[src/include/fsps_pkg.sv]
// Constants and types for the flash self-program sequencer
package fsps_pkg;
   // Register byte offsets on the APB bus
   localparam int          APB_AW       = 5;
   localparam logic [4:0]  OFF_ADDR_LO  = 5'h00;
   localparam logic [4:0]  OFF_ADDR_HI  = 5'h04;
   localparam logic [4:0]  OFF_DATA_LO  = 5'h08;
   localparam logic [4:0]  OFF_DATA_HI  = 5'h0C;
   localparam logic [4:0]  OFF_CONTROL  = 5'h10;
   localparam logic [4:0]  OFF_KEY      = 5'h14;
   // Field positions in nvm_control
   localparam int          CTL_START    = 0;
   localparam int          CTL_WRITE_ENABLE_BIT     = 1;
   localparam int          CTL_ERASE    = 2;
   localparam int          CTL_LOAD_LATCHES_ONLY     = 5;
   localparam int          CTL_CONFIG_SPACE_SELECT     = 6;
   localparam int          CTL_PGM      = 7;
   localparam logic [7:0]  CTL_RESET    = 8'h00;
   localparam logic [7:0]  CTL_WMASK    = 8'hE6;
   // Unlock key values
   localparam logic [7:0]  KEY_FIRST    = 8'h55;
   localparam logic [7:0]  KEY_SECOND   = 8'hAA;
   // Flash geometry
   localparam int          WORD_W       = 14;
   localparam int          LATCH_N      = 32;
   localparam int          IDX_W        = 5;
   localparam int          ROW_W        = 10;
   localparam logic [13:0] LATCH_BLANK  = 14'h3FFF;
   // Timing
   localparam int          CLK_MHZ      = 100;
   localparam int          SETUP_CYC    = 2;
   localparam int          ERASE_US     = 2000;
   localparam int          ERASE_CYC    = ERASE_US * CLK_MHZ;
   localparam int          PROG_US      = 2000;
   localparam int          PROG_CYC     = PROG_US * CLK_MHZ;
   // Sequencer states
   typedef enum logic [1:0] {
      ST_IDLE  = 2'b00,
      ST_SETUP = 2'b01,
      ST_ERASE = 2'b10,
      ST_PROG  = 2'b11
   } fsps_state_t;
   // Unlock key progress
   typedef enum logic [1:0] {
      KEY_IDLE  = 2'b00,
      KEY_HALF  = 2'b01,
      KEY_ARMED = 2'b10
   } fsps_key_t;
endpackage

[src/include/fsps_latch_if.sv]
// Write latch access group between sequencer and latch block
`timescale 1ns/10ps
`default_nettype none
interface fsps_latch_if;
   import fsps_pkg::*;
   logic              wr_en;   // Load one latch
   logic [IDX_W-1:0]  wr_idx;  // Latch to load
   logic [WORD_W-1:0] wr_data; // Word to load
   logic              clear;   // Return all to blank
   logic [IDX_W-1:0]  rd_idx;  // Latch read select
   logic [WORD_W-1:0] rd_data; // Selected latch
   modport owner (input wr_en, wr_idx, wr_data, clear, rd_idx,
                  output rd_data);
   modport user  (output wr_en, wr_idx, wr_data, clear, rd_idx,
                  input rd_data);
endinterface
`default_nettype wire

[src/design/fsps_sequencer.sv]
// Flash self-program sequencer top with APB registers
//
// Local design decisions: the placing of the registers and the APB interface to the registers.
`timescale 1ns/10ps
`default_nettype none
module fsps_sequencer
   import fsps_pkg::*;
#(
   parameter int ERASE_CYCLES = ERASE_CYC, // Row erase length
   parameter int PROG_CYCLES  = PROG_CYC   // Block program length
)(
   input  wire logic              pclk,
   input  wire logic              presetn,
   input  wire logic              psel,
   input  wire logic              penable,
   input  wire logic              pwrite,
   input  wire logic [APB_AW-1:0] paddr,
   input  wire logic [31:0]       pwdata,
   output logic [31:0]            prdata,
   output logic                   pready,
   output logic                   pslverr,
   output logic                   core_stall,
   output logic                   flash_erase_en,
   output logic                   flash_prog_en,
   output logic [ROW_W-1:0]       flash_row,
   output logic                   flash_cfg_sel,
   input  wire logic [IDX_W-1:0]  flash_word_idx,
   output logic [WORD_W-1:0]      flash_word_data
);

   // Refuse lengths the counter cannot serve
   if (ERASE_CYCLES < 1 || PROG_CYCLES < 1) begin : g_chk
      $error("fsps_sequencer: cycle counts must be >= 1");
   end

   // Register offset match, shared by read and write
   function automatic logic hit(
      input logic [APB_AW-1:0] a,
      input logic [4:0]        off
   );
      return a == off;
   endfunction

   // Software visible registers
   logic [7:0]  addr_lo_reg;   // flash_addr_low
   logic [6:0]  addr_hi_reg;   // flash_addr_high
   logic [7:0]  data_lo_reg;   // flash_data_low
   logic [5:0]  data_hi_reg;   // flash_data_high
   logic [7:0]  ctl_reg;       // nvm_control
   logic [31:0] prdata_reg;    // Read data for access phase

   // Sequencer state
   fsps_state_t state_reg;     // Current phase
   logic [31:0] cnt_reg;       // Phase cycle counter
   logic        op_erase_reg;  // Pending op is a row erase
   logic [ROW_W-1:0] row_reg;  // Target row or block
   logic        cfg_reg;       // Config space target

   // Bus decode and strobes
   logic        mapped;        // Address names a register
   logic        busy;          // Action in flight
   logic        wr_take;       // Write accepted this edge
   logic        ctl_hit;       // Write targets control
   logic        key_hit;       // Write targets key
   logic        go;            // Key plus start accepted
   logic        go_erase;      // Accepted start is an erase
   logic        go_load;       // Accepted start loads latch
   logic        go_prog;       // Accepted start programs
   logic        setup_done;    // Setup phase finished
   logic        erase_done;    // Erase phase finished
   logic        prog_done;     // Program phase finished
   logic [31:0] rd_mux;        // Read value before capture

   fsps_latch_if lat ();       // Write latch group

   // Address decode
   always_comb begin
      mapped = hit(paddr, OFF_ADDR_LO) ||
               hit(paddr, OFF_ADDR_HI) ||
               hit(paddr, OFF_DATA_LO) ||
               hit(paddr, OFF_DATA_HI) ||
               hit(paddr, OFF_CONTROL) ||
               hit(paddr, OFF_KEY);
   end

   // Zero wait states; an unmapped address errors
   assign pready  = 1'b1;
   assign pslverr = psel && penable && !mapped;
   assign prdata  = prdata_reg;

   // Writes during an action are dropped, setup cycles included
   assign busy    = state_reg != ST_IDLE;
   assign wr_take = psel && penable && pwrite && mapped && !busy;
   assign ctl_hit = hit(paddr, OFF_CONTROL);
   assign key_hit = hit(paddr, OFF_KEY);

   // Key sequencing lives in its own tracker
   fsps_unlock_key u_key (
      .clk     (pclk),
      .rst_n   (presetn),
      .wr_take (wr_take),
      .key_hit (key_hit),
      .ctl_hit (ctl_hit),
      .wdata   (pwdata[7:0]),
      .go      (go)
   );

   // Only program memory starts are served here
   always_comb begin
      go_erase = go && pwdata[CTL_PGM] && pwdata[CTL_ERASE];
      go_load  = go && pwdata[CTL_PGM] && !pwdata[CTL_ERASE];
      go_prog  = go_load && !pwdata[CTL_LOAD_LATCHES_ONLY];
   end

   // Phase ends
   always_comb begin
      setup_done = state_reg == ST_SETUP && cnt_reg == 32'h0;
      erase_done = state_reg == ST_ERASE && cnt_reg == 32'h0;
      prog_done  = state_reg == ST_PROG  && cnt_reg == 32'h0;
   end

   // Address pair
   always_ff @(posedge pclk or negedge presetn) begin
      if (!presetn) begin
         addr_lo_reg <= 8'h00;
         addr_hi_reg <= 7'h00;
      end else if (wr_take) begin
         if (hit(paddr, OFF_ADDR_LO)) begin
            addr_lo_reg <= pwdata[7:0];
         end
         if (hit(paddr, OFF_ADDR_HI)) begin
            addr_hi_reg <= pwdata[6:0];
         end
      end
   end

   // Data pair
   always_ff @(posedge pclk or negedge presetn) begin
      if (!presetn) begin
         data_lo_reg <= 8'h00;
         data_hi_reg <= 6'h00;
      end else if (wr_take) begin
         if (hit(paddr, OFF_DATA_LO)) begin
            data_lo_reg <= pwdata[7:0];
         end
         if (hit(paddr, OFF_DATA_HI)) begin
            data_hi_reg <= pwdata[5:0];
         end
      end
   end

   // Control register: software bits, hardware clears
   always_ff @(posedge pclk or negedge presetn) begin
      if (!presetn) begin
         ctl_reg <= CTL_RESET;
      end else if (wr_take && ctl_hit) begin
         // Start is only stored when the key accepted it
         ctl_reg <= pwdata[7:0] & CTL_WMASK;
         ctl_reg[CTL_START] <= go_erase || go_load;
      end else if (erase_done) begin
         // Erase bit is the firmware's completion flag
         ctl_reg[CTL_ERASE] <= 1'b0;
         ctl_reg[CTL_START] <= 1'b0;
      end else if (prog_done) begin
         ctl_reg[CTL_START] <= 1'b0;
      end else if (!busy && ctl_reg[CTL_START]) begin
         // A latch load finishes in the cycle it is taken
         ctl_reg[CTL_START] <= 1'b0;
      end
   end

   // Capture target at the start so later writes cannot move it
   always_ff @(posedge pclk or negedge presetn) begin
      if (!presetn) begin
         row_reg <= '0;
         cfg_reg <= 1'b0;
      end else if (go_erase || go_prog) begin
         // Low five address bits pick a word, not a row
         row_reg <= {addr_hi_reg, addr_lo_reg[7:IDX_W]};
         cfg_reg <= pwdata[CTL_CONFIG_SPACE_SELECT];
      end
   end

   // Remember which action waits behind the setup cycles
   always_ff @(posedge pclk or negedge presetn) begin
      if (!presetn) begin
         op_erase_reg <= 1'b0;
      end else if (go_erase || go_prog) begin
         op_erase_reg <= go_erase;
      end
   end

   // Phase sequencer
   always_ff @(posedge pclk or negedge presetn) begin
      if (!presetn) begin
         state_reg <= ST_IDLE;
         cnt_reg   <= 32'h0;
      end else begin
         unique case (state_reg)
            ST_IDLE: begin
               if (go_erase || go_prog) begin
                  // Core runs its two fill instructions here
                  state_reg <= ST_SETUP;
                  cnt_reg   <= 32'(SETUP_CYC - 1);
               end
            end
            ST_SETUP: begin
               if (setup_done && op_erase_reg) begin
                  state_reg <= ST_ERASE;
                  cnt_reg   <= 32'(ERASE_CYCLES - 1);
               end else if (setup_done) begin
                  state_reg <= ST_PROG;
                  cnt_reg   <= 32'(PROG_CYCLES - 1);
               end else begin
                  cnt_reg <= cnt_reg - 32'h1;
               end
            end
            ST_ERASE: begin
               if (erase_done) begin
                  state_reg <= ST_IDLE;
               end else begin
                  cnt_reg <= cnt_reg - 32'h1;
               end
            end
            ST_PROG: begin
               if (prog_done) begin
                  state_reg <= ST_IDLE;
               end else begin
                  cnt_reg <= cnt_reg - 32'h1;
               end
            end
         endcase
      end
   end

   // Latch loads: the final word goes in before programming
   always_comb begin
      lat.wr_en   = go_load;
      // Index wraps inside the block, never into the next
      lat.wr_idx  = addr_lo_reg[IDX_W-1:0];
      lat.wr_data = {data_hi_reg, data_lo_reg};
      lat.clear   = prog_done;
      lat.rd_idx  = flash_word_idx;
   end

   fsps_latch_block u_latch (
      .clk   (pclk),
      .rst_n (presetn),
      .lat   (lat)
   );

   // Flash array controls; no erase is folded into a program
   always_comb begin
      flash_erase_en  = state_reg == ST_ERASE;
      flash_prog_en   = state_reg == ST_PROG;
      flash_row       = row_reg;
      flash_cfg_sel   = cfg_reg;
      // Whole block is streamed, loaded or not
      flash_word_data = lat.rd_data;
   end

   // Stall holds the core only after setup, clocks keep running
   assign core_stall = state_reg == ST_ERASE ||
                       state_reg == ST_PROG;

   // Read mux; the key register reads as zero
   always_comb begin
      rd_mux = 32'h0;
      if (hit(paddr, OFF_ADDR_LO)) begin
         rd_mux[7:0] = addr_lo_reg;
      end else if (hit(paddr, OFF_ADDR_HI)) begin
         rd_mux[6:0] = addr_hi_reg;
      end else if (hit(paddr, OFF_DATA_LO)) begin
         rd_mux[7:0] = data_lo_reg;
      end else if (hit(paddr, OFF_DATA_HI)) begin
         rd_mux[5:0] = data_hi_reg;
      end else if (ctl_hit) begin
         rd_mux[7:0] = ctl_reg;
      end
   end

   // Read data captured in the setup phase, stable in access
   always_ff @(posedge pclk or negedge presetn) begin
      if (!presetn) begin
         prdata_reg <= 32'h0;
      end else if (psel && !penable && !pwrite) begin
         prdata_reg <= rd_mux;
      end
   end

endmodule // fsps_sequencer
`default_nettype wire

[src/design/fsps_latch_block.sv]
// Block of flash write latches
`timescale 1ns/10ps
`default_nettype none
module fsps_latch_block
   import fsps_pkg::*;
(
   input wire logic    clk,
   input wire logic    rst_n,
   fsps_latch_if.owner lat
);
   // Latch storage, flip-flops indexed by word
   logic [WORD_W-1:0] word_reg [LATCH_N];

   // Load one word, or clear all after programming
   always_ff @(posedge clk or negedge rst_n) begin
      if (!rst_n) begin
         for (int i = 0; i < LATCH_N; i++) begin
            word_reg[i] <= LATCH_BLANK;
         end
      end else if (lat.clear) begin
         for (int i = 0; i < LATCH_N; i++) begin
            word_reg[i] <= LATCH_BLANK;
         end
      end else if (lat.wr_en) begin
         word_reg[lat.wr_idx] <= lat.wr_data;
      end
   end

   // Read port toward the flash array
   assign lat.rd_data = word_reg[lat.rd_idx];
endmodule // fsps_latch_block
`default_nettype wire

[src/design/fsps_unlock_key.sv]
// Unlock key tracker for flash actions
`timescale 1ns/10ps
`default_nettype none
module fsps_unlock_key
   import fsps_pkg::*;
(
   input  wire logic       clk,
   input  wire logic       rst_n,
   input  wire logic       wr_take,
   input  wire logic       key_hit,
   input  wire logic       ctl_hit,
   input  wire logic [7:0] wdata,
   output logic            go
);
   fsps_key_t key_reg; // Key progress

   // Any write out of order drops the key
   always_ff @(posedge clk or negedge rst_n) begin
      if (!rst_n) begin
         key_reg <= KEY_IDLE;
      end else if (wr_take) begin
         if (key_hit && wdata == KEY_FIRST) begin
            key_reg <= KEY_HALF;
         end else if (key_hit && wdata == KEY_SECOND &&
                      key_reg == KEY_HALF) begin
            key_reg <= KEY_ARMED;
         end else begin
            key_reg <= KEY_IDLE;
         end
      end
   end

   // Start honoured straight after the key, with enable set
   assign go = wr_take && ctl_hit && key_reg == KEY_ARMED &&
               wdata[CTL_START] && wdata[CTL_WRITE_ENABLE_BIT];
endmodule // fsps_unlock_key
`default_nettype wire

[config.mk]
export PLATFORM = sky130hd
export DESIGN_NAME = fsps_sequencer
export DESIGN_NICKNAME = d
export VERILOG_FILES = /design/src/include/fsps_pkg.sv /design/src/include/fsps_latch_if.sv /design/src/design/fsps_sequencer.sv /design/src/design/fsps_latch_block.sv /design/src/design/fsps_unlock_key.sv
export SDC_FILE = /design/constraint.sdc
export NUM_CORES = 1
export LEC_CHECK = 0
export BUFFER_PORTS_ARGS = -buffer_cell sky130_fd_sc_hd__buf_2
export CORE_ASPECT_RATIO = 0.75
export CORE_MARGIN = 4
export CORE_UTILIZATION = 40
export DETAILED_ROUTE_END_ITERATION = 10
export PLACE_DENSITY = 0.56
export SLEW_MARGIN = 20
export SYNTH_ARGS = -nofsm -noshare
export SYNTH_HDL_FRONTEND = slang
export SYNTH_HIERARCHICAL = 1
export SYNTH_SLANG_ARGS = --single-unit
[constraint.sdc]
create_clock -name pclk -period 4 [get_ports pclk]
set_input_delay 0.4 -clock pclk [delete_from_list [all_inputs] [get_ports pclk]]
set_output_delay 0.4 -clock pclk [all_outputs]
set_load 0.02 [all_outputs]
== Word-level counts from Yosys, hierarchy flattened ==
Cells that the tools add are included.

* Bits of input ports: 47
* Flip-flop bits (word level): 539

* Reduce and logical (&&, ||, !) cells: 51
* Equality and inequality tests: 18
* $add $sub $neg: 1
* Bitwise operators: 2
* Multiplexer cells: 35
* Magnitude comparators: 3

{| class="wikitable"
|+ Operators by type and width
! cell !! count
|-
| 448-bit 2-to-1 mux || 2
|-
| 448-bit bitwise mux || 1
|-
| 32-bit 2-to-1 mux || 5
|-
| 32-bit one-hot mux with 4 select lines || 1
|-
| 14-bit binary-select mux with 5-bit select || 1
|-
| 14-bit demux with 5-bit select || 1
|-
| 14-bit 2-to-1 mux || 3
|-
| 32-bit logical NOT || 1
|-
| 32-bit by 1-bit subtractor with 32-bit output (second input constant) || 1
|-
| 1-bit logical AND || 24
|-
| 8-bit 2-to-1 mux || 3
|-
| 2-bit 2-to-1 mux || 8
|-
| 6-bit >= comparator (second input constant) || 2
|-
| 5-bit inverter with 6-bit output || 2
|-
| 5-bit by 4-bit == test with 1-bit output (second input constant) || 2
|-
| 5-bit == test (second input constant) || 2
|-
| 8-bit by 7-bit == test with 1-bit output (second input constant) || 1
|-
| 8-bit == test (second input constant) || 1
|-
| 1-bit logical OR || 8
|-
| 2-bit one-hot mux with 4 select lines || 1
|-
| 2-bit AND reduction || 4
|-
| 1-bit 2-to-1 mux || 7
|-
| 7-bit 2-to-1 mux || 1
|-
| 2-bit == test (second input constant) || 3
|-
| 14 further kinds || 25
|}

== Logic depth before layout (Yosys ltp) ==
* Depth after elaboration: 18
* Depth in mapped cells: 14
* Gate-level depth less buffers: 11

== Modules after synthesis ==
Netlist, hierarchy kept.

{| class="wikitable"
|+ Modules (own cells, without submodules)
! module !! area each (um^2) !! sequential area each (um^2) !! instances !! cells an instance
|-
| fsps_latch_block || 23433.7 || 11771.3 || 1 || 2176
|-
| fsps_sequencer || 4739.5 || 2227.1 || 1 || 456
|-
| fsps_unlock_key || 141.4 || 50.0 || 1 || 15
|}

== Worst setup path before layout ==
Ideal clock, no wire load.

* Kind: in2reg
* From: in paddr[1]
* To: reg u_latch/word_reg[45] (netlist name)
* Library setup time: 0.060 ns
* Stages on the path: 13
* Arrival time: 3.138 ns
* Setup slack: 0.802 ns
* Cells stage by stage: or2_2 > clkbuf_1 > nor4b_1 > nand2_1 > nor2_1 > nand2_1 > nor2_1 > or3b_1 > buf_4 > nor2_4 > buf_2 > buf_2 > a211o_1

* Longest elaborated chain between the ends: 15
* Elaborated cells between the ends (all ways): 20
* Those cells by class: eq/ne (5); reduce/logical (15)

{| class="wikitable"
|+ RTL lines
! item !! RTL line !! source
|-
| from (decl) || fsps_sequencer.sv:17 || <nowiki>input wire logic [APB_AW-1:0] paddr,</nowiki>
|-
| 5-bit by 3-bit == test with 1-bit output / 5-bit logical NOT (equally long branches) || fsps_sequencer.sv:41 || <nowiki>return a == off;</nowiki>
|-
| 1-bit logical OR || fsps_sequencer.sv:78 || <nowiki>mapped = hit(paddr, OFF_ADDR_LO) ||</nowiki>
|-
| 1-bit logical OR || fsps_sequencer.sv:79 || <nowiki>hit(paddr, OFF_ADDR_HI) ||</nowiki>
|-
| 1-bit logical OR || fsps_sequencer.sv:80 || <nowiki>hit(paddr, OFF_DATA_LO) ||</nowiki>
|-
| 1-bit logical OR || fsps_sequencer.sv:81 || <nowiki>hit(paddr, OFF_DATA_HI) ||</nowiki>
|-
| 1-bit logical OR (*) || fsps_sequencer.sv:82 || <nowiki>hit(paddr, OFF_CONTROL) ||</nowiki>
|-
| 1-bit logical AND (*) (2 in series) || fsps_sequencer.sv:93 || <nowiki>assign wr_take = psel && penable && pwrite && mapped && !busy;</nowiki>
|-
| named net wr_take || fsps_sequencer.sv:62 || <nowiki>logic wr_take;</nowiki>
|-
| 1-bit logical AND (*) (3 in series) || fsps_unlock_key.sv:34 || <nowiki>assign go = wr_take && ctl_hit && key_reg == KEY_ARMED &&</nowiki>
|-
| 1-bit logical AND (*) || fsps_unlock_key.sv:35 || <nowiki>wdata[CTL_START] && wdata[CTL_WRITE_ENABLE_BIT];</nowiki>
|-
| named net go || fsps_sequencer.sv:65 || <nowiki>logic go;</nowiki>
|-
| 1-bit logical AND (*) (2 in series) || fsps_sequencer.sv:111 || <nowiki>go_load = go && pwdata[CTL_PGM] && !pwdata[CTL_ERASE];</nowiki>
|-
| named net go_load || fsps_sequencer.sv:67 || <nowiki>logic go_load;</nowiki>
|-
| 2-bit nonzero test (no source line) (*) || -- ||
|-
| to (signal, indexed assignment) || fsps_latch_block.sv:25 || <nowiki>word_reg[lat.wr_idx] <= lat.wr_data;</nowiki>
|-
| to (decl) || fsps_latch_block.sv:12 || <nowiki>logic [WORD_W-1:0] word_reg [LATCH_N];</nowiki>
|}

Mark *: on every way through the listed nets, which the timed path passes. The rest lies on a longest branch.
A chain may end at the register's enable or synchronous reset.

== Worst setup path after layout ==
* From: reg state_reg[1]
* To: reg u_latch/word_reg[98] (netlist name)

* Longest elaborated chain between the ends: 10
* Elaborated cells between the ends (all ways): 13
* Those cells by class: eq/ne (1); mux (1); reduce/logical (11)

{| class="wikitable"
|+ RTL lines
! item !! RTL line !! source
|-
| from (decl) || fsps_sequencer.sv:53 || <nowiki>fsps_state_t state_reg;</nowiki>
|-
| from (signal assigned) || fsps_sequencer.sv:196 || <nowiki>state_reg <= ST_IDLE;</nowiki>
|-
| from (signal assigned) || fsps_sequencer.sv:203 || <nowiki>state_reg <= ST_SETUP;</nowiki>
|-
| from (signal assigned) || fsps_sequencer.sv:209 || <nowiki>state_reg <= ST_ERASE;</nowiki>
|-
| 2-bit nonzero test || fsps_sequencer.sv:92 || <nowiki>assign busy = state_reg != ST_IDLE;</nowiki>
|-
| 1-bit logical NOT || fsps_sequencer.sv:93 ||
|-
| 1-bit logical AND || fsps_sequencer.sv:93 ||
|-
| named net wr_take || fsps_sequencer.sv:62 ||
|-
| 1-bit logical AND (3 in series) || fsps_unlock_key.sv:34 ||
|-
| 1-bit logical AND || fsps_unlock_key.sv:35 ||
|-
| named net go || fsps_sequencer.sv:65 ||
|-
| 1-bit logical AND (2 in series) || fsps_sequencer.sv:111 ||
|-
| named net go_load || fsps_sequencer.sv:67 ||
|-
| 2-bit nonzero test (no source line) || -- ||
|}

The timed path passes the listed nets, and every way through them passes these cells.

==> results.ini <==
[sta]
max_slew_margin=0.3175
finalClockSkew_ps=25.89
final-setup-viol-count=0
fin_crit_ps=3679
setup_slack_ps=321.3
post-route-period-util=0.9197
hold_slack_ps=91.86
max_freq_mhz=271.8
rsz0062_at_grt=no
tightestPinTransition_ps=1024
finalHoldViolCount=0
tns_ps=0
drv_slew=0

[synthesis]
synth-warning-count=6
ys_seq_area_frac=0.4962
synth_top_cell_area_share=0.4157
synth_compound_area_frac=0.1570
yosys.area_share.xor_xnor=0
synth-edff-count=0
synth_cell_type_count=63
synthFlopType=dfstp_2
syn_area_per_cell_sq_um=10.70
synthAdderAreaFrac=0.0008838
synth-seq-cells=539
async_flop_share=1.000
synth_area_leader_cell=dfstp_2
synth_top_family_by_area=simple AND/OR/NAND/NOR gates
synthSimpleGateAreaFrac=0.1979
syn_inst=2647
synth_area_leaders=dfstp_2, a211o_1, dfrtp_1
syn-cell-area_sq_mm=0.02831
synth_mux_area_frac=0.1033

[run_status]
status=finished, final reports clean

[setup_path]
crit_path_end_kind=register
critPathLaunchType=register
crit_required_ps=4530
crit_path_top_delay_cell=or2_2
path_cells=or2_2 > nor4b_1 > buf_4 > nand2_1 > nor2_1 > nand2_1 > nor2_1 > buf_4 > or3b_1 > buf_4 > nor2_4 > buf_12 > nor2b_1 > a211o_1
rr_startpoint=state_reg[1]$_DFFE_PN0P_
startpoint=state_reg[1]$_DFFE_PN0P_
crit_arrival_ps=4210
slowest_delay_ps=440
path_max_fanout=28
worst-setup-path-type=register to register
cp_common_cell=buf_4

[clocking]
clkLatencyLatePin_ps=630
cts_sinks=539
clockBufferDepth=3
root_buffer=clkbuf_16
tritoncts.num_buffers=55
cts_tree=yes
path_clk_slew_ps=60
ctsHoldBuffers=1
cts_max_level=2
post_cts_buffers=0
post_cts_resized=0

[grt]
grt_max_degree=139
overflow=0
grt_pass1_vias=20826
grt_pass1_wl_mm=128.0
gr-usage-all-layers=0.2189
antenna_found_initial=1

[placement]
gp_congestion=0.8333
portBuffers=59
place_hpwl_mm=49.86
place_ws_ps=344.1

[hold_path]
hold_path_class=input pin to register
hold_start=pwdata[3]

[detailed_routing]
finalWirelength_mm=83.28
dr_total_vias=20958
first_pass_iters=6
met2RoutedLength_mm=36.35
wl_per_cell_um=23.10
met1_length_mm=39.05
via_per_inst=5.814
wl_met3_mm=5.692
drt-initial-drc-count=1901
ant_nets=0
routed.top_layer=met4
drc_errors=0

[cells_and_area]
fin_nets=2667
drive_gt1_frac=0.2980
fillers=6505
syn2layout_area_growth_pct=11.90
final_util=0.4520
largest_register_ffs=448

[die]
core_sq_mm=0.07010
dieWidth_um=315.2
die_area_sq_mm=0.07515
die_y_um=238.4
start_util=0.4039
io_pins=109
rows=84

[run]
drv_cap=0

[power_and_ir_drop]
pwr_density_cell_mw_per_mm2=356.1
power_mw=11.28
p_leak_nw=15.90
ir_worst_vdd_v=0.0002902

placed cells by master, fill, tap and decap left out, types with 25 or more instances in the layout:
master	instances
mux2_2	46
mux2i_1	227
a21oi_1	62
buf_12	32
a211o_1	336
nand3_1	43
nand3b_1	117
clkbuf_16	57
a22o_1	32
a22oi_1	56
buf_2	57
o21ai_0	27
nor2_1	30
buf_4	71
nand2_1	298
conb_1	25
nor2b_1	344
dfstp_2	448
dfrtp_1	87
power by group:
part	internal [mW]	switching (mW)
clock network	3.02	2.18
registers	5.48	0.00302
logic	0.165	0.432
total	8.67	2.62
worst paths after layout:
| path | end | slack (ps) | cells past startpoint |
|---|---|---|---|
| worst min-delay path | u_key/key_reg[0]$_DFFE_PN0P_ | 90 | 2 |
| worst min register to register | u_latch/word_reg[320]$_DFFE_PN1P_ | 490 | 2 |
| max in group asynchronous | u_latch/word_reg[414]$_DFFE_PN1P_ | 2500 | 3 |
| worst max register to register | u_latch/word_reg[98]$_DFFE_PN1P_ | 320 | 14 |
| min in group asynchronous | data_lo_reg[3]$_DFFE_PN0P_ | 400 | 2 |
| worst max-delay path | u_latch/word_reg[98]$_DFFE_PN1P_ | 320 | 14 |
layer usage:
| layer | GRT usage | vias up |
|---|---|---|
| li1 | - | 9378 |
| met1 | 0.3211 | 10856 |
| met2 | 0.3248 | 622 |
| met3 | 0.04663 | 102 |
| met4 | 0.06644 | 0 |
| met5 | 0 | - |
kinds of logic after synthesis:
logic type	count (synthesis)
other	2
buffers and inverters	276
multiplexers	279
adder cells (fa/ha/maj)	2
AO/OA/AOI/OAI	561
AND/OR/NAND/NOR	988
flip-flops	539
per-stage QoR:
| step | instance area (sq um) | cells |
|---|---|---|
| final | 31680 | 3605 |
| after detailed placement | 29860 | 3506 |
| after CTS | 31680 | 3604 |
| after global placement | 29860 | 3506 |
| after global routing | 31680 | 3604 |
| after floorplan | 28400 | 2670 |
critical path, delay by kind of cell (launching register included):
family | cells | cell delay (ps)
and+or+nand+nor | 9 | 2130
buffers and inverters | 4 | 800
DFF | 1 | 370
AOI/OAI and AO/OA | 1 | 270
Yosys cell counts, types with 34 or more instances:
cell and count:
dfstp_2 448, nor2b_1 346, a211o_1 336, nand2_1 298
mux2i_1 227, clkbuf_1 154, nand3b_1 117, dfrtp_1 91
buf_2 74, a21oi_1 62, a22oi_1 56, mux2_2 46
nand3_1 43, buf_4 34
final cells by class:
type | instances | area, sq um | share of cell area
clock inverter | 6 | 57.56 | 0.001817
tap | 946 | 1184 | 0.03736
antenna | 1 | 2.502 | 0.00007898
timing repair buffer | 163 | 1499 | 0.04731
clock buffer | 91 | 1754 | 0.05536
multi-input combinational | 1855 | 13120 | 0.4140
inverter | 4 | 15.01 | 0.0004739
sequential | 539 | 14050 | 0.4436
Power figures use the tool's default switching activity.
